**src/inc/asl_cfg.svh**
```systemverilog
/*
  Constants of the adapter serial link: character layout, frame bytes,
  bit-rate dividers and timing counts.
  Assumes a 50 MHz system clock on both ends.
*/
`ifndef ASL_CFG_SVH
`define ASL_CFG_SVH
`define ASL_CLK_HZ     50000000
`define ASL_BAUD_LO    2400
`define ASL_BAUD_HI    9600
`define ASL_OVS        16
`define ASL_DIV_LO     (`ASL_CLK_HZ / (`ASL_BAUD_LO * `ASL_OVS))
`define ASL_DIV_HI     (`ASL_CLK_HZ / (`ASL_BAUD_HI * `ASL_OVS))
`define ASL_CHAR_BITS  4'hB
`define ASL_SAMPLE_PH  4'h7
`define ASL_LAST_PH    4'hF
`define ASL_HDR        8'h02
`define ASL_GAP_MS     10
`define ASL_GAP_CYC    (`ASL_CLK_HZ / 1000 * `ASL_GAP_MS)
`define ASL_RESP_MS    300
`define ASL_RESP_CYC   (`ASL_CLK_HZ / 1000 * `ASL_RESP_MS)
`define ASL_FIFO_DEPTH 8
`define ASL_FIFO_WIDTH 9
`endif

```
**src/inc/asl_pkg.sv**
```systemverilog
/*
  Types shared by both ends of the adapter serial link.
  Assumes asl_cfg.svh for the numeric constants.
*/
package asl_pkg;
  typedef enum logic [3:0] {
    ST_IDLE = 4'h1,
    ST_DATA = 4'h2,
    ST_CHK  = 4'h4,
    ST_FIN  = 4'h8
  } asl_txst_t;
endpackage

```
**src/inc/asl_if.sv**
```systemverilog
/*
  Link between the adapter and the host equipment: two data lines,
  two flow-control lines and the adapter reset line.
  Assumes the testbench joins the two ends through one instance.
*/
`timescale 1ns/100ps
interface asl_if;
  logic a_txd;
  logic h_txd;
  logic a_rts;
  logic h_rts;
  logic h_rst_n;
  modport adapter (
    input  h_txd,
    input  h_rts,
    input  h_rst_n,
    output a_txd,
    output a_rts
  );
  modport host (
    input  a_txd,
    input  a_rts,
    output h_txd,
    output h_rts,
    output h_rst_n
  );
endinterface

```
**src/hdl/asl_adapter.sv**
```systemverilog
/*
  Adapter end of the serial link: character framing, header and checksum,
  flow control, frame gap detection, response timer and reset input.
  Assumes link inputs are synchronous to i_mclk and the user keeps the
  transmit FIFO fed during a frame.
*/
`timescale 1ns/100ps
`include "asl_cfg.svh"
module asl_adapter import asl_pkg::*; #(
  parameter logic [23:0] GAP_CYC  = 24'(`ASL_GAP_CYC),
  parameter logic [23:0] RESP_CYC = 24'(`ASL_RESP_CYC),
  parameter int          DEPTH    = `ASL_FIFO_DEPTH,
  parameter logic [10:0] DIV_HI   = 11'(`ASL_DIV_HI - 1)
) (
  // clock and reset
  input  wire logic       i_mclk,
  input  wire logic       i_reset,
  // link
  asl_if.adapter          lk,
  // configuration
  input  wire logic       i_baud_hi,
  // transmit data part
  input  wire logic [7:0] i_tx_data,
  input  wire logic       i_tx_last,
  input  wire logic       i_tx_valid,
  output logic            o_tx_ready,
  // receive data part
  input  wire logic       i_rx_hold,
  output logic [7:0]      o_rx_data,
  output logic            o_rx_valid,
  output logic            o_rx_done,
  output logic            o_rx_good,
  output logic            o_frame_err,
  // status
  output logic            o_resp_timeout,
  output logic            o_tx_hold,
  output logic            o_reset_start
);
  localparam logic [10:0] DIV_LO = 11'(`ASL_DIV_LO - 1);

  logic        halt;
  logic        rst_q;
  logic [10:0] div_cnt;
  logic        tick;
  logic [10:0] tx_sh;
  logic [3:0]  tx_bits;
  logic [3:0]  tx_ph;
  logic        tx_busy;
  logic        tx_load;
  logic [7:0]  tx_byte;
  asl_txst_t   st;
  logic [7:0]  tx_sum;
  logic        tx_end;
  logic [8:0]  fifo_q;
  logic        fifo_v;
  logic        fifo_rd;
  logic [10:0] rx_sh;
  logic [3:0]  rx_bits;
  logic [3:0]  rx_ph;
  logic        rx_done;
  logic [7:0]  rx_byte;
  logic        rx_bad_char;
  logic [23:0] gap_cnt;
  logic        in_frame;
  logic        hdr_bad;
  logic        bad;
  logic [7:0]  rx_sum;
  logic        have_pend;
  logic [7:0]  pend;
  logic        rx_end;
  logic        good_end;
  logic [23:0] resp_cnt;
  logic        pending;

  assign halt = !lk.h_rst_n;
  assign o_tx_hold = (resp_cnt != '0);

  always_ff @(posedge i_mclk or posedge i_reset) begin
    if (i_reset) begin
      rst_q         <= 1'b1;
      o_reset_start <= 1'b0;
    end else begin
      rst_q         <= lk.h_rst_n;
      o_reset_start <= lk.h_rst_n && !rst_q;
    end
  end

  always_ff @(posedge i_mclk or posedge i_reset) begin
    if (i_reset) begin
      div_cnt <= '0;
      tick    <= 1'b0;
    end else if (div_cnt == '0) begin
      div_cnt <= i_baud_hi ? DIV_HI : DIV_LO;
      tick    <= 1'b1;
    end else begin
      div_cnt <= div_cnt - 1'b1;
      tick    <= 1'b0;
    end
  end

  // queue decouples the user from the character timing
  asl_fifo #(.W(`ASL_FIFO_WIDTH), .D(DEPTH)) u_txq (
    .i_mclk     (i_mclk),
    .i_reset    (i_reset),
    .i_wr_data  ({i_tx_last, i_tx_data}),
    .i_wr_valid (i_tx_valid),
    .o_wr_ready (o_tx_ready),
    .o_rd_data  (fifo_q),
    .o_rd_valid (fifo_v),
    .i_rd_ready (fifo_rd)
  );

  assign tx_busy = (tx_bits != '0);
  assign lk.a_txd = tx_sh[0];
  always_ff @(posedge i_mclk or posedge i_reset) begin
    if (i_reset) begin
      tx_sh   <= '1;
      tx_bits <= '0;
      tx_ph   <= '0;
    end else if (halt) begin
      tx_sh   <= '1;
      tx_bits <= '0;
      tx_ph   <= '0;
    end else if (tx_load) begin
      // start, LSB first, even parity, stop
      tx_sh   <= {1'b1, ^tx_byte, tx_byte, 1'b0};
      tx_bits <= `ASL_CHAR_BITS;
      tx_ph   <= '0;
    end else if (tick && tx_busy) begin
      tx_ph <= tx_ph + 1'b1;
      if (tx_ph == `ASL_LAST_PH) begin
        // idle and stop level is one
        tx_sh   <= {1'b1, tx_sh[10:1]};
        tx_bits <= tx_bits - 1'b1;
      end
    end
  end

  // back to back; a halt aborts the frame at any point once started
  // loads only on a tick so every bit lasts exactly sixteen ticks
  always_comb begin
    tx_load = 1'b0;
    tx_byte = `ASL_HDR;
    fifo_rd = 1'b0;
    unique case (st)
      ST_IDLE: tx_load = tick && fifo_v && !lk.h_rts && !o_tx_hold && !tx_busy && !halt;
      ST_DATA: begin
        fifo_rd = tick && fifo_v && !tx_busy && !halt;
        tx_load = fifo_rd;
        tx_byte = fifo_q[7:0];
      end
      ST_CHK: begin
        tx_load = tick && !tx_busy && !halt;
        tx_byte = 8'h00 - tx_sum;
      end
      ST_FIN: tx_load = 1'b0;
    endcase
  end

  always_ff @(posedge i_mclk or posedge i_reset) begin
    if (i_reset) begin
      st     <= ST_IDLE;
      tx_sum <= '0;
      tx_end <= 1'b0;
    end else if (halt) begin
      st     <= ST_IDLE;
      tx_sum <= '0;
      tx_end <= 1'b0;
    end else begin
      tx_end <= 1'b0;
      unique case (st)
        ST_IDLE: if (tx_load) begin
          st     <= ST_DATA;
          tx_sum <= '0;
        end
        ST_DATA: if (fifo_rd) begin
          tx_sum <= tx_sum + fifo_q[7:0];
          if (fifo_q[8]) begin
            st <= ST_CHK;
          end
        end
        ST_CHK: if (tx_load) begin
          st <= ST_FIN;
        end
        ST_FIN: if (!tx_busy) begin
          st     <= ST_IDLE;
          tx_end <= 1'b1;
        end
      endcase
    end
  end

  assign rx_done     = tick && (rx_bits == 4'h1) && (rx_ph == `ASL_SAMPLE_PH);
  assign rx_byte     = rx_sh[9:2];
  assign rx_bad_char = (^rx_sh[10:2]) || !lk.h_txd;
  always_ff @(posedge i_mclk or posedge i_reset) begin
    if (i_reset) begin
      rx_sh   <= '1;
      rx_bits <= '0;
      rx_ph   <= '0;
    end else if (tick) begin
      if (rx_bits == '0) begin
        if (!lk.h_txd) begin
          rx_bits <= `ASL_CHAR_BITS;
          rx_ph   <= 4'h1;
        end
      end else begin
        rx_ph <= rx_ph + 1'b1;
        if (rx_ph == `ASL_SAMPLE_PH) begin
          rx_sh   <= {lk.h_txd, rx_sh[10:1]};
          rx_bits <= (rx_bits == `ASL_CHAR_BITS && lk.h_txd) ? 4'h0 : rx_bits - 1'b1;
        end
      end
    end
  end

  assign rx_end = in_frame && (gap_cnt == GAP_CYC - 24'h1);
  always_ff @(posedge i_mclk or posedge i_reset) begin
    if (i_reset) begin
      gap_cnt <= '0;
    end else if (rx_bits != '0) begin
      gap_cnt <= '0;
    end else if (gap_cnt != GAP_CYC) begin
      gap_cnt <= gap_cnt + 24'h1;
    end
  end

  // frame checking; checksum byte held back, never delivered
  assign good_end = rx_end && !bad && !hdr_bad && have_pend && (rx_sum == 8'h00);
  always_ff @(posedge i_mclk or posedge i_reset) begin
    if (i_reset) begin
      in_frame    <= 1'b0;
      hdr_bad     <= 1'b0;
      bad         <= 1'b0;
      rx_sum      <= '0;
      have_pend   <= 1'b0;
      pend        <= '0;
      o_rx_data   <= '0;
      o_rx_valid  <= 1'b0;
      o_rx_done   <= 1'b0;
      o_rx_good   <= 1'b0;
      o_frame_err <= 1'b0;
    end else begin
      o_rx_valid  <= 1'b0;
      o_rx_done   <= 1'b0;
      o_frame_err <= rx_done && !lk.h_txd;
      if (halt) begin
        in_frame <= 1'b0;
      end else if (rx_done && !in_frame) begin
        in_frame  <= 1'b1;
        hdr_bad   <= (rx_byte != `ASL_HDR);
        bad       <= rx_bad_char;
        rx_sum    <= '0;
        have_pend <= 1'b0;
      end else if (rx_done) begin
        bad       <= bad || rx_bad_char;
        rx_sum    <= rx_sum + rx_byte;
        pend      <= rx_byte;
        have_pend <= 1'b1;
        if (have_pend) begin
          o_rx_data  <= pend;
          o_rx_valid <= 1'b1;
        end
      end else if (rx_end) begin
        in_frame  <= 1'b0;
        o_rx_done <= 1'b1;
        o_rx_good <= good_end;
      end
    end
  end

  always_ff @(posedge i_mclk or posedge i_reset) begin
    if (i_reset) begin
      lk.a_rts <= 1'b1;
    end else begin
      lk.a_rts <= i_rx_hold || halt;
    end
  end

  // timeout and retransmit hold; recovery is left to the user
  always_ff @(posedge i_mclk or posedge i_reset) begin
    if (i_reset) begin
      resp_cnt       <= '0;
      pending        <= 1'b0;
      o_resp_timeout <= 1'b0;
    end else if (halt) begin
      resp_cnt       <= '0;
      pending        <= 1'b0;
      o_resp_timeout <= 1'b0;
    end else begin
      o_resp_timeout <= pending && (resp_cnt == 24'h1) && !good_end && !tx_end;
      if (tx_end) begin
        resp_cnt <= RESP_CYC;
        pending  <= 1'b1;
      end else begin
        if (resp_cnt != '0) begin
          resp_cnt <= resp_cnt - 24'h1;
        end
        if (good_end || resp_cnt == 24'h1) begin
          pending <= 1'b0;
        end
      end
    end
  end
endmodule

```
**src/hdl/asl_fifo.sv**
```systemverilog
/*
  Flip-flop FIFO with valid/ready on both sides.
  Assumes one clock and an asynchronous active-high reset.
*/
`timescale 1ns/100ps
module asl_fifo #(
  parameter int W = 9,
  parameter int D = 8
) (
  // clock and reset
  input  wire logic         i_mclk,
  input  wire logic         i_reset,
  // fill side
  input  wire logic [W-1:0] i_wr_data,
  input  wire logic         i_wr_valid,
  output logic              o_wr_ready,
  // drain side
  output logic [W-1:0]      o_rd_data,
  output logic              o_rd_valid,
  input  wire logic         i_rd_ready
);
  localparam int AW = $clog2(D);
  logic [W-1:0] mem [D];
  logic [AW-1:0] wp;
  logic [AW-1:0] rp;
  logic [AW:0]   cnt;
  logic          wr;
  logic          rd;

  assign o_wr_ready = (cnt != (AW+1)'(D));
  assign o_rd_valid = (cnt != '0);
  assign o_rd_data  = mem[rp];
  assign wr = i_wr_valid && o_wr_ready;
  assign rd = o_rd_valid && i_rd_ready;

  always_ff @(posedge i_mclk) begin
    if (wr) begin
      mem[wp] <= i_wr_data;
    end
  end

  always_ff @(posedge i_mclk or posedge i_reset) begin
    if (i_reset) begin
      wp  <= '0;
      rp  <= '0;
      cnt <= '0;
    end else begin
      if (wr) begin
        wp <= (wp == AW'(D-1)) ? '0 : wp + 1'b1;
      end
      if (rd) begin
        rp <= (rp == AW'(D-1)) ? '0 : rp + 1'b1;
      end
      cnt <= cnt + (AW+1)'(wr) - (AW+1)'(rd);
    end
  end
endmodule

```
**src/flat_wrapper.sv**
```systemverilog
// flat-port wrapper written by rule: the top's interface ports become plain ports
module asl_adapter_flat import asl_pkg::*;
#(
  parameter logic [23:0] GAP_CYC  = 24'(`ASL_GAP_CYC),
  parameter logic [23:0] RESP_CYC = 24'(`ASL_RESP_CYC),
  parameter int          DEPTH    = `ASL_FIFO_DEPTH,
  parameter logic [10:0] DIV_HI   = 11'(`ASL_DIV_HI - 1)
)
  (i_mclk, i_reset, i_baud_hi, i_tx_data, i_tx_last, i_tx_valid, o_tx_ready, i_rx_hold, o_rx_data, o_rx_valid, o_rx_done, o_rx_good, o_frame_err, o_resp_timeout, o_tx_hold, o_reset_start, lk_h_txd, lk_h_rts, lk_h_rst_n, lk_a_txd, lk_a_rts);
  asl_if lk_i ();
  input  wire logic i_mclk;
  input  wire logic i_reset;
  input  wire logic i_baud_hi;
  input  wire logic [7:0] i_tx_data;
  input  wire logic i_tx_last;
  input  wire logic i_tx_valid;
  output logic o_tx_ready;
  input  wire logic i_rx_hold;
  output logic [7:0] o_rx_data;
  output logic o_rx_valid;
  output logic o_rx_done;
  output logic o_rx_good;
  output logic o_frame_err;
  output logic o_resp_timeout;
  output logic o_tx_hold;
  output logic o_reset_start;
  input wire logic [$bits(lk_i.h_txd)-1:0] lk_h_txd;
  input wire logic [$bits(lk_i.h_rts)-1:0] lk_h_rts;
  input wire logic [$bits(lk_i.h_rst_n)-1:0] lk_h_rst_n;
  output wire logic [$bits(lk_i.a_txd)-1:0] lk_a_txd;
  output wire logic [$bits(lk_i.a_rts)-1:0] lk_a_rts;
  assign lk_i.h_txd = lk_h_txd;
  assign lk_i.h_rts = lk_h_rts;
  assign lk_i.h_rst_n = lk_h_rst_n;
  assign lk_a_txd = lk_i.a_txd;
  assign lk_a_rts = lk_i.a_rts;
  asl_adapter #(.GAP_CYC(GAP_CYC), .RESP_CYC(RESP_CYC), .DEPTH(DEPTH), .DIV_HI(DIV_HI)) u_core (.i_mclk(i_mclk), .i_reset(i_reset), .lk(lk_i), .i_baud_hi(i_baud_hi), .i_tx_data(i_tx_data), .i_tx_last(i_tx_last), .i_tx_valid(i_tx_valid), .o_tx_ready(o_tx_ready), .i_rx_hold(i_rx_hold), .o_rx_data(o_rx_data), .o_rx_valid(o_rx_valid), .o_rx_done(o_rx_done), .o_rx_good(o_rx_good), .o_frame_err(o_frame_err), .o_resp_timeout(o_resp_timeout), .o_tx_hold(o_tx_hold), .o_reset_start(o_reset_start));
endmodule
```
**config.mk**
```make
export PLATFORM = sky130hd
export DESIGN_NAME = asl_adapter_flat
export DESIGN_NICKNAME = d
export VERILOG_FILES = /design/src/inc/asl_pkg.sv /design/src/inc/asl_if.sv /design/src/hdl/asl_adapter.sv /design/src/hdl/asl_fifo.sv /design/src/flat_wrapper.sv
export VERILOG_INCLUDE_DIRS = /design/src /design/src/inc
export SDC_FILE = /design/constraint.sdc
export NUM_CORES = 1
export LEC_CHECK = 0
export BUFFER_PORTS_ARGS = -buffer_cell sky130_fd_sc_hd__buf_2
export CAP_MARGIN = 20
export CORE_ASPECT_RATIO = 1.5
export CORE_UTILIZATION = 45
export DETAILED_ROUTE_END_ITERATION = 6
export GPL_ROUTABILITY_DRIVEN = 0
export PLACE_DENSITY = 0.71
export SYNTH_ARGS = -nofsm -noshare
export SYNTH_HDL_FRONTEND = slang
export SYNTH_SLANG_ARGS = --single-unit
```
**constraint.sdc**
```tcl
create_clock -name i_mclk -period 5.26 [get_ports i_mclk]
set_input_delay 0.526 -clock i_mclk [delete_from_list [all_inputs] [get_ports i_mclk]]
set_output_delay 0.526 -clock i_mclk [all_outputs]
set_load 0.05 [all_outputs]
```
# Yosys cells after proc, flatten, opt, wreduce, memory -nomap -nowiden
# Memories as Yosys holds them, arrays and structs flattened.
# Cells that the tools add are included.
[word_totals] regBits=158 latch_bits=0 mem_bits_rw=72 mem_bits_ro=0 in_bits=17 output_inout_bits=18 word_cells=211 mem_count=1
[mem_list] name="u_core.u_txq.mem" depth=8 width=9 read_ports=1 rd_ports_with_merged_regs=0 wr=1 line_no="asl_fifo.sv:23" text="logic [W-1:0] mem [D];"
[op_classes] addsub=14 multipliers=0 n_div=0 order_cmp=0 n_eq_ne=28 shift=0 mux=68 n_bitwise=3 n_reduce_logical=65
[op_table] cell="$mux W24" count=5
[op_table] cell="$mux W4" count=19
[op_table] cell="$mux W11" count=6
[op_table] cell="$mux W8" count=5
[op_table] cell="$pmux W8 S2" count=2
[op_table] cell="$mux W1" count=27
[op_table] cell="$logic_and A1 B1 Y1" count=26
[op_table] cell="$add A24 B1 Y24 const B" count=1
[op_table] cell="$eq A24 B1 Y1 const B" count=1
[op_table] cell="$eq A24 B19 Y1 const B" count=1
[op_table] cell="$ne A24 B19 Y1 const B" count=1
[op_table] cell="$reduce_bool A24 Y1" count=1
[op_table] cell="$sub A24 B1 Y24 const B" count=1
[op_table] cell="$ne A3 B1 Y1 const B" count=6
[op_table] cell="$add A8 B8 Y8" count=2
[op_table] cell="$pmux W4 S4" count=1
[op_table] cell="$eq A4 B4 Y1 const B" count=3
[op_table] cell="$reduce_and A3 Y1" count=4
[op_table] cell="$reduce_bool A4 Y1" count=3
[op_table] cell="$logic_not A1 Y1" count=11
[op_table] cell="$logic_not A11 Y1" count=1
[op_table] cell="$sub A11 B1 Y11 const B" count=1
[op_table] cell="$reduce_and A2 Y1" count=5
[op_table] cell="$ne A3 B2 Y1 const B" count=3
[op_table] cell="25 further kinds" count=42

# Depth between registers and ports, before layout
# Gate-level depths: netlist (run 1).
[depth] word_depth=10 mapped_depth=14 depth_no_buf=13

# Cells and area by module
# A second synthesis (run 1) with hierarchy kept.
[unflattened] cells_unflattened=973 area_unflattened_um2=11089.4
[by_module_without_submodules] mod="asl_adapter" n_inst=1 cells_per_inst=812 area_each_um2=7701.1 seq_area_each_um2=3656.0
[by_module_without_submodules] mod="asl_fifo" n_inst=1 cells_per_inst=161 area_each_um2=3388.2 seq_area_each_um2=2412.3

# Worst setup path after synthesis (run 1)
# No wires, ideal clock.
[synth_timing] kind="flip-flop to flip-flop" from="register u_core.u_txq.rp[1]" to="register u_core.tx_sum[7]" arrival_time_ns=2.599 slack_ns=2.542 stages_incl_launch_ff=15 n_path_buf=2 period_less_slack_ns=2.718 cell_sequence="dfrtp_1 > buf_6 > buf_4 > nand2_1 > nor2_1 > or3_1 > ha_1 > a21o_1 > a21oi_1 > o21bai_1 > a21oi_1 > o21bai_1 > a21oi_1 > mux2i_1 > nand2_1"
[synth_between] elab_chain_len=5
[synth_lines] element="from (decl)" line_no="asl_fifo.sv:25" text="logic [AW-1:0] rp;"
[synth_lines] element="from (signal assigned)" line_no="asl_fifo.sv:52" text="rp <= (rp == AW'(D-1)) ? '0 : rp + 1'b1;"
[synth_lines] element="$mem_v2 Z8 W9"
[synth_lines] element="$add A8 B8 Y8" line_no="asl_adapter.sv:177" text="tx_sum <= tx_sum + fifo_q[7:0];"
[synth_lines] element="$mux W8" line_no="asl_adapter.sv:176" text="ST_DATA: if (fifo_rd) begin"
[synth_lines] element="$pmux W8 S2" line_no="asl_adapter.sv:171" text="unique case (st)"
[synth_lines] element="$mux W8" line_no="asl_adapter.sv:165" text="end else if (halt) begin"
[synth_lines] element="to (signal assigned)" line_no="asl_adapter.sv:177"
[synth_lines] element="to (decl)" line_no="asl_adapter.sv:52" text="logic [7:0] tx_sum;"
# No other way between the ends. The select of a mux whose other input is x is not followed.
# A chain may end at the register's enable or synchronous reset.

# Worst setup path after layout (run 1)
[layout_timing] from="register u_core.u_txq.rp[0]" to="register u_core.tx_sum[7]"
# Same word-level chain as after synthesis.

==> results of run 1 <==
[placed cells by master (no fill, tap or decap), types with 10 or more instances in the layout]
master,count
nand2_1,78
mux2_2,24
ha_1,41
nor2b_1,10
nor3_1,19
clkbuf_16,23
o21ai_0,38
or3_1,10
a21oi_1,43
nand3_1,31
nor2_1,81
xor2_1,34
edfxtp_1,72
buf_2,34
mux2i_1,19
nor4_1,17
dfrtp_1,133
and3_1,15
inv_1,46
dfstp_2,22
a22o_1,12
xnor2_1,43
mux4_2,12
[logic make-up (layout without fill, tap and decap cells)]
kind of cell,count (synthesis),in the layout,synth area share (%)
buf+inv,75,130,2.88
simple gates,321,321,14.9
xor+xnor,79,79,6.49
fa+ha+maj,44,44,5.22
compound gates,141,141,8.25
flops,227,227,55.2
mux,57,57,7.03
[state kept, by name, summed over array words and instances (netlist names), 3 cells and up]
| signal | count |
|---|---|
| u_core.rx_sh | 9 |
| u_core.st | 4 |
| u_core.tx_sh | 10 |
| u_core.tx_bits | 4 |
| u_core.u_txq.mem | 72 |
| u_core.pend | 8 |
| u_core.u_txq.rp | 3 |
| u_core.gap_cnt | 24 |
| u_core.o_rx_data | 8 |
| u_core.u_txq.wp | 3 |
| u_core.resp_cnt | 24 |
| u_core.tx_sum | 8 |
| u_core.rx_sum | 8 |
| u_core.rx_ph | 4 |
| u_core.rx_bits | 4 |
| u_core.div_cnt | 11 |
| u_core.tx_ph | 4 |
| u_core.u_txq.cnt | 4 |
[stage by stage]
stage	util, %	area (µm²)	std cells	hold WS (ns)
after global placement	48.3	11500	1276	0.466
after detailed placement	48.3	11500	1276	0.472
after floorplan	-	11000	944	0.446
after CTS	52.0	12400	1317	0.204
final	52.1	12400	1318	0.216
after global routing	52.1	12400	1318	0.220
[path summary, 6_finish.rpt]
check / slack, ns / start / endpoint / cells after the start
min reg2reg: 0.48 / u_core.div_cnt[8] / u_core.div_cnt[8] / 1
max: 1.76 / u_core.u_txq.rp[0] / u_core.tx_sum[7] / 12
max reg2reg: 1.76 / u_core.u_txq.rp[0] / u_core.tx_sum[7] / 12
max in group asynchronous: 3.85 / i_reset / u_core.resp_cnt[4] / 3
min in group asynchronous: 0.24 / i_reset / u_core.u_txq.wp[2] / 2
min: 0.22 / i_rx_hold / u_core.lk.a_rts / 2
[area by class of cell]
cell class | count | area, µm²
Sequential cell | 227 | 6070
Clock buffer | 24 | 579
Inverter | 47 | 181
Fill cell | 2097 | 11400
Timing Repair Buffer | 42 | 238
Multi-Input combinational cell | 642 | 4630
Tap cell | 319 | 399
Clock inverter | 17 | 312
[per-layer routing]
metal  routed length (µm)  share of wire (%)  GRT usage (%)  vias to the layer above
met2                10600                 52           29.9                      116
met3                  761                3.7           2.68                       30
met1                 8650                 42           21.2                     3500
met5                    0                  0              0                        -
li1                     -                  -              -                     3454
met4                  516                2.5           5.90                        0
[worst max-delay path: stages, from the launching register on]
cell	delay, ns
dfrtp_1	0.95
mux2i_1	0.27
o22ai_1	0.11
or3_1	0.45
ha_1	0.32
a21o_1	0.17
a21oi_1	0.22
o21bai_1	0.10
a21oi_1	0.24
o21bai_1	0.09
a21oi_1	0.20
mux2i_1	0.21
nand2_1	0.07
[power by group]
group / internal [µW] / switching [µW] / leakage, µW
combinational: 363 / 506 / 0.00210
clock: 1240 / 677 / 0.000427
sequential: 2050 / 161 / 0.00266
==> results.cfg, run 1 <==
[logic_synthesis]
syn_nets = 1005
postSynthAreaPerCell_um2 = 11.6
synth-edff-count = 72
synth_top_area_share_pct = 30.3
ys_ff_latch = 227
netlist_instances = 944
yosysMostFrequentCell = dfrtp_1
synth_top_area_cell = dfrtp_1
synthArstFlopShare_pct = 68.3
yosysUniqueCellTypes = 73
synth_area_um2 = 11000
synth_common_cells = dfrtp_1, nor2_1, nand2_1, edfxtp_1, inv_1
ys_seq_area_share_pct = 55.2
synth_flop_cell = dfrtp_1
yosys_warnings = 0
ys_top_cells_by_area = dfrtp_1, edfxtp_1, dfstp_2

[route]
routed_via_density = 5.39
vias = 7100
drc = 0
first_pass_iters = 6
drt-total-wl_um = 20500
initialDrtViolationCount = 346
drt-wirelength-per-cell_um = 15.5
ant_nets = 0

[floorplan]
die_h_um = 193
dieArea_um2 = 25100
start_util_pct = 46.1
row_count = 69
pin_count = 35
coreArea_um2 = 23800
dieWidth_um = 130

[timing]
fmax_ghz = 0.285
clock_skew_ns = 0.0102
finalCritPeriodShare_pct = 66.6
setup_ws_ns = 1.76
slew_headroom_pct = 32.8
rsz0062_at_grt = false
tns_ns = 0
finalHoldViolCount = 0
min_period_ns = 3.50
tightest_slew_ns = 1.00
slew_violations = 0
setup_viol = 0

[critical_path]
start_kind = register
worstSetupPathType = register to register
cp_max_fo = 20
crit_path_end_kind = register
cp_data_required_time_ns = 5.66
cp.arrival_ns = 3.90

[power]
power.total_uw = 4990
powerDensity_nw_per_um2 = 402
leakagePower_uw = 0.00519
vdd_drop_max_v = 0.000306

[final_layout]
nets = 1044
area_growth_pct = 12.9
n_antenna_cell = 0
drive_gt1_share_pct = 15.7

[clock_tree]
clk_latency_ns = 0.51
cts_buffers = 23
cts.sinks = 227
cts_resized = 0
clock_path_buffers = 3
path_clk_slew_ns = 0.06
cts_root_buf = clkbuf_16
cts_tree = done
post_cts_buffers = 0
ctsHoldBuffers = 0
h-tree-depth = 1

[global_route]
grt_overflow = 0
grt_max_degree = 109
grt_pass1_vias = 7117
grt_use_total_pct = 17.1
grt_pass1_wl_um = 34700
antenna_found_initial = 0

[run]
maxCapViolCount = 0

[run_status]
status = completed

[placed_design]
portBuffers = 34
post-place-ws_ns = 1.68
hpwl_um = 14000

[worst_hold_path]
hold_class = input port to register
Power figures use the tool's default switching activity.
==> inputs of run 2 (changes only) <==
--- a/config.mk
+++ b/config.mk
@@ -12,7 +12,7 @@
 export CORE_UTILIZATION = 45
 export DETAILED_ROUTE_END_ITERATION = 6
 export GPL_ROUTABILITY_DRIVEN = 0
-export PLACE_DENSITY = 0.71
+export PLACE_DENSITY = 0.73
 export SYNTH_ARGS = -nofsm -noshare
 export SYNTH_HDL_FRONTEND = slang
 export SYNTH_SLANG_ARGS = --single-unit
==> constraint.sdc (replaced) <==
create_clock -name i_mclk -period 2.95 [get_ports i_mclk]
set_input_delay 0.295 -clock i_mclk [delete_from_list [all_inputs] [get_ports i_mclk]]
set_output_delay 0.295 -clock i_mclk [all_outputs]
set_load 0.05 [all_outputs]
==> results.cfg, run 2 (synthesized netlist as in run 1, its figures left out) <==
[run_status]
status = completed

[route]
first_pass_iters = 4
initialDrtViolationCount = 322
drc = 0
drt-wirelength-per-cell_um = 15.5
routed_via_density = 5.41
drt-total-wl_um = 20800
vias = 7265
ant_nets = 0

[power]
power_frac_seq_pct = 46.6
switching_share_pct = 28.2
p_clk_share_pct = 34.0
power.internal_uw = 6050
leakagePower_uw = 0.00526
p_sw_uw = 2380
combPwrFrac_pct = 19.4
vdd_drop_max_v = 0.000639
powerDensity_nw_per_um2 = 674

[clock_tree]
cts.sinks = 227
cts_root_buf = clkbuf_16
clock_path_buffers = 3
clk_latency_ns = 0.51
cts_tree = done
h-tree-depth = 1
cts_buffers = 23
path_clk_slew_ns = 0.06

[critical_path]
r2r_setup_slack_ns = 0.14
worstSetupPathType = register to output pin
crit_chain = or4_4, nor4_4, and4_4, nand2_2, buf_4
crit_slowest_cell = or4_4
r2r_start = u_core.u_txq.rp[1]
cp_max_fo = 7
rr_worst_depth = 13
cp.arrival_ns = 2.54
critPathBufInv = 1
crit_path_end_kind = output pin
slowest_delay_ns = 0.59
cp_num_cells = 5
path_delay_family = simple AND/OR/NAND/NOR gates
cp_data_required_time_ns = 2.65
start_kind = register
startpoint = u_core.resp_cnt[4]

[timing]
rsz0062_at_grt = false
setup_viol = 0
slew_headroom_pct = 56.2
min_period_ns = 2.84
setup_ws_ns = 0.115
tns_ns = 0
fmax_ghz = 0.353
whs_ns = 0.0605
clock_skew_ns = 0.00977
finalHoldViolCount = 0
tightest_slew_ns = 0.656
slew_violations = 0
finalCritPeriodShare_pct = 96.1

[final_layout]
regMostFlops = u_core.u_txq.mem
utilization_pct = 52.5
drive_gt1_share_pct = 18.2
nets = 1070
area_growth_pct = 13.9
layout_common_cells = dfrtp_1, nor2_1, nand2_1
fillers = 2069
final_common_cell = dfrtp_1
stdcell_count = 1344
largest_reg_flops = 72
n_antenna_cell = 0
reg.largest.list = u_core.u_txq.mem (72), u_core.gap_cnt (24), u_core.resp_cnt (24)

[global_route]
grt_pass1_vias = 7494
grt_pass1_wl_um = 35700
grt_use_total_pct = 17.5
grt_max_degree = 84
antenna_found_initial = 0
grt_overflow = 0

[floorplan]
dieArea_um2 = 25100
pin_count = 35
dieWidth_um = 130
row_count = 69
coreArea_um2 = 23800
die_h_um = 193
start_util_pct = 46.1

[worst_hold_path]
hold_class = input port to register
holdPathStages = 1
hold_start = i_tx_data[5]

[run]
maxCapViolCount = 0

[placed_design]
post-place-ws_ns = 0.00511
post-place-cells = 1298
portBuffers = 34
hpwl_um = 14400
==> run 2: worst register-to-register path, stage by stage (launching register included) <==
cell and delay, ns:
dfrtp_1 0.38, buf_12 0.15, mux2i_2 0.22, o22ai_1 0.09
or3_1 0.40, ha_1 0.23, fa_2 0.37, a21oi_1 0.13
nor2_1 0.07, nor2_2 0.11, o21bai_1 0.08, a21oi_1 0.17
xnor2_1 0.09, a22o_1 0.20
==> run 2: cell type report <==
cell class              instances  area [µm²]  area share, %
inverters                      47         180           1.44
multi-input cells             642        4650           37.1
repair buffers                 68         473           3.78
clock inverters                11         115          0.920
well taps                     319         399           3.19
flip-flops and latches        227        6070           48.5
clock buffers                  30         632           5.05
==> run 2: path summary, 6_finish.rpt <==
kind                                               end
worst max-delay path                         o_tx_hold
worst min register to register         u_core.tx_sh[0]
worst max register to register        u_core.tx_sum[6]
max in group asynchronous                 u_core.st[0]
worst min-delay path            u_core.u_txq.mem[2][5]
min in group asynchronous          u_core.resp_cnt[10]
==> run 2: metal layers <==
layer	routed length, µm	up-vias	global-route usage (%)
li1	-	3502	-
met1	8710	3621	21.3
met2	10900	95	30.8
met3	582	47	2.41
met4	640	0	6.80
met5	0	-	0
==> run 2: power by group through the flow <==
stage	clock [µW]	combinational, µW	sequential (µW)
2_1_floorplan	0	1240	3920
3_3_place_gp	0	1530	3970
3_5_place_dp	0	1590	3980
5_1_grt	3070	1850	3980
6_report	2870	1640	3930
4_1_cts	2950	1620	3930
==> run 2: per-stage QoR <==
step	cell area (µm²)	total power (µW)
after CTS	12500	8500
final	12500	8440
after floorplan	11000	5160
after global routing	12500	8900
after global placement	11700	5500
after detailed placement	11700	5570
==> run 2: what timing repair did <==
| action | 4_1_cts | 5_1_grt |
|---|---|---|
| resized for setup | 3 | 11 |
| hold endpoints to repair | 136 | 0 |
| buffers inserted | 0 | 2 |
| hold buffers | 3 | 0 |
| setup endpoints to repair | 2 | 6 |
| pin swaps | 0 | 2 |
==> inputs of run 3 (changes only) <==
--- a/config.mk
+++ b/config.mk
@@ -12,7 +12,6 @@
 export CORE_UTILIZATION = 45
 export DETAILED_ROUTE_END_ITERATION = 6
 export GPL_ROUTABILITY_DRIVEN = 0
-export PLACE_DENSITY = 0.73
 export SYNTH_ARGS = -nofsm -noshare
 export SYNTH_HDL_FRONTEND = slang
 export SYNTH_SLANG_ARGS = --single-unit
==> results.cfg, run 3 (synthesized netlist as in run 1, its figures left out) <==
[floorplan]
start_util_pct = 46.1
coreArea_um2 = 23800
dieWidth_um = 130
pin_count = 35
dieArea_um2 = 25100
row_count = 69
die_h_um = 193

[placed_design]
portBuffers = 34
hpwl_um = 15000
placed_cell_area_um2 = 11700
post-place-ws_ns = 0.0162

[global_route]
grt_overflow = 0
grt_max_degree = 82
grt_pass1_vias = 7191
grt_use_total_pct = 17.9
grt_pass1_wl_um = 35800
antenna_found_initial = 0

[timing]
slew_violations = 0
fmax_ghz = 0.358
finalCritPeriodShare_pct = 94.7
tightest_slew_ns = 0.649
clock_skew_ns = 0.0249
setup_viol = 0
min_period_ns = 2.79
rsz0062_at_grt = false
slew_headroom_pct = 56.7
tns_ns = 0
finalHoldViolCount = 0
setup_ws_ns = 0.156

[route]
initialDrtViolationCount = 263
drc = 0
routed_via_density = 5.32
ant_nets = 0
drt-total-wl_um = 21500
vias = 7183
first_pass_iters = 5
drt-wirelength-per-cell_um = 15.9

[run]
maxCapViolCount = 0

[final_layout]
area_growth_pct = 14.7
layout_common_cells = dfrtp_1, nor2_1, nand2_1
n_antenna_cell = 0
drive_gt1_share_pct = 18.6
final_common_cell = dfrtp_1
reg.largest.list = u_core.u_txq.mem (72), u_core.gap_cnt (24), u_core.resp_cnt (24)
regMostFlops = u_core.u_txq.mem
fin_area_um2 = 12600
nets = 1075
largest_reg_flops = 72
utilization_pct = 52.9

[clock_tree]
path_clk_slew_ns = 0.06
h-tree-depth = 1
cts_buffers = 24
clk_latency_ns = 0.53
cts_tree = done
clock_path_buffers = 3
cts_root_buf = clkbuf_16
cts.sinks = 227

[critical_path]
crit_path_end_kind = output pin
worstSetupPathType = register to output pin
start_kind = register
cp.arrival_ns = 2.50
cp_data_required_time_ns = 2.65
cp_max_fo = 7

[power]
p_sw_uw = 2420
vdd_drop_max_v = 0.000686
power_frac_seq_pct = 45.6
switching_share_pct = 28.1
combPwrFrac_pct = 19.4
powerDensity_nw_per_um2 = 684
p_clk_share_pct = 35.0
power.internal_uw = 6200
leakagePower_uw = 0.00532

[run_status]
status = completed

[worst_hold_path]
hold_class = input port to register
[run 3: worst max-delay path, stage by stage (launching register included)]
cell	delay [ns]
dfrtp_1	0.43
or4_4	0.60
nor4_4	0.19
and4_4	0.27
nand2_2	0.10
buf_4	0.19
buf_4	0.19
[run 3: repair_timing]
item	CTS	global route
setup buffers	2	0
endpoints found under the setup margin	1	4
hold endpoints to repair	17	0
pin swaps	2	2
resized for setup	6	6
hold buffers	3	0
[run 3: final timing paths]
check | start | to | slack (ns) | depth (start not counted)
setup reg to reg | u_core.u_txq.rp[1] | u_core.tx_sum[6] | 0.22 | 13
setup / recovery | u_core.resp_cnt[15] | o_tx_hold | 0.16 | 6
min in group asynchronous | i_reset | u_core.u_txq.cnt[2] | 0.41 | 3
hold / removal | i_tx_data[5] | u_core.u_txq.mem[0][5] | 0.03 | 1
max in group asynchronous | i_reset | u_core.rx_sh[5] | 1.70 | 4
hold reg to reg | u_core.tx_sh[3] | u_core.tx_sh[2] | 0.48 | 2
[run 3: through the flow]
stage               hold WS [ns]  std cells  total power, µW
finish                    0.0348       1351             8620
global route              0.0355       1351             9100
CTS                       0.0204       1351             8740
detailed placement         0.402       1302             5580
global placement           0.395       1302             5540
floorplan                  0.299        944             5160
[run 3: routing by layer]
| metal | vias to the layer above | part of all wire (%) | GRT usage (%) |
|---|---|---|---|
| met3 | 31 | 2.6 | 2.27 |
| met5 | - | 0 | 0 |
| li1 | 3502 | - | - |
| met4 | 0 | 2.4 | 5.38 |
| met1 | 3566 | 41 | 21.0 |
| met2 | 84 | 54 | 33.2 |
[run 3: area by class of cell]
class	instances	area, µm²
Clock inverter	6	66.3
Multi-Input combinational cell	642	4650
Clock buffer	38	743
Sequential cell	227	6070
Inverter	47	180
Fill cell	2135	11200
Tap cell	319	399
Timing Repair Buffer	72	494
[run 3: power groups by stage]
stage          Sequential [µW]  Combinational [µW]  Clock, µW
3_3_place_gp              3970                1570          0
5_1_grt                   3990                1880       3230
2_1_floorplan             3920                1240          0
3_5_place_dp              3980                1600          0
6_report                  3940                1670       3020
4_1_cts                   3940                1690       3110
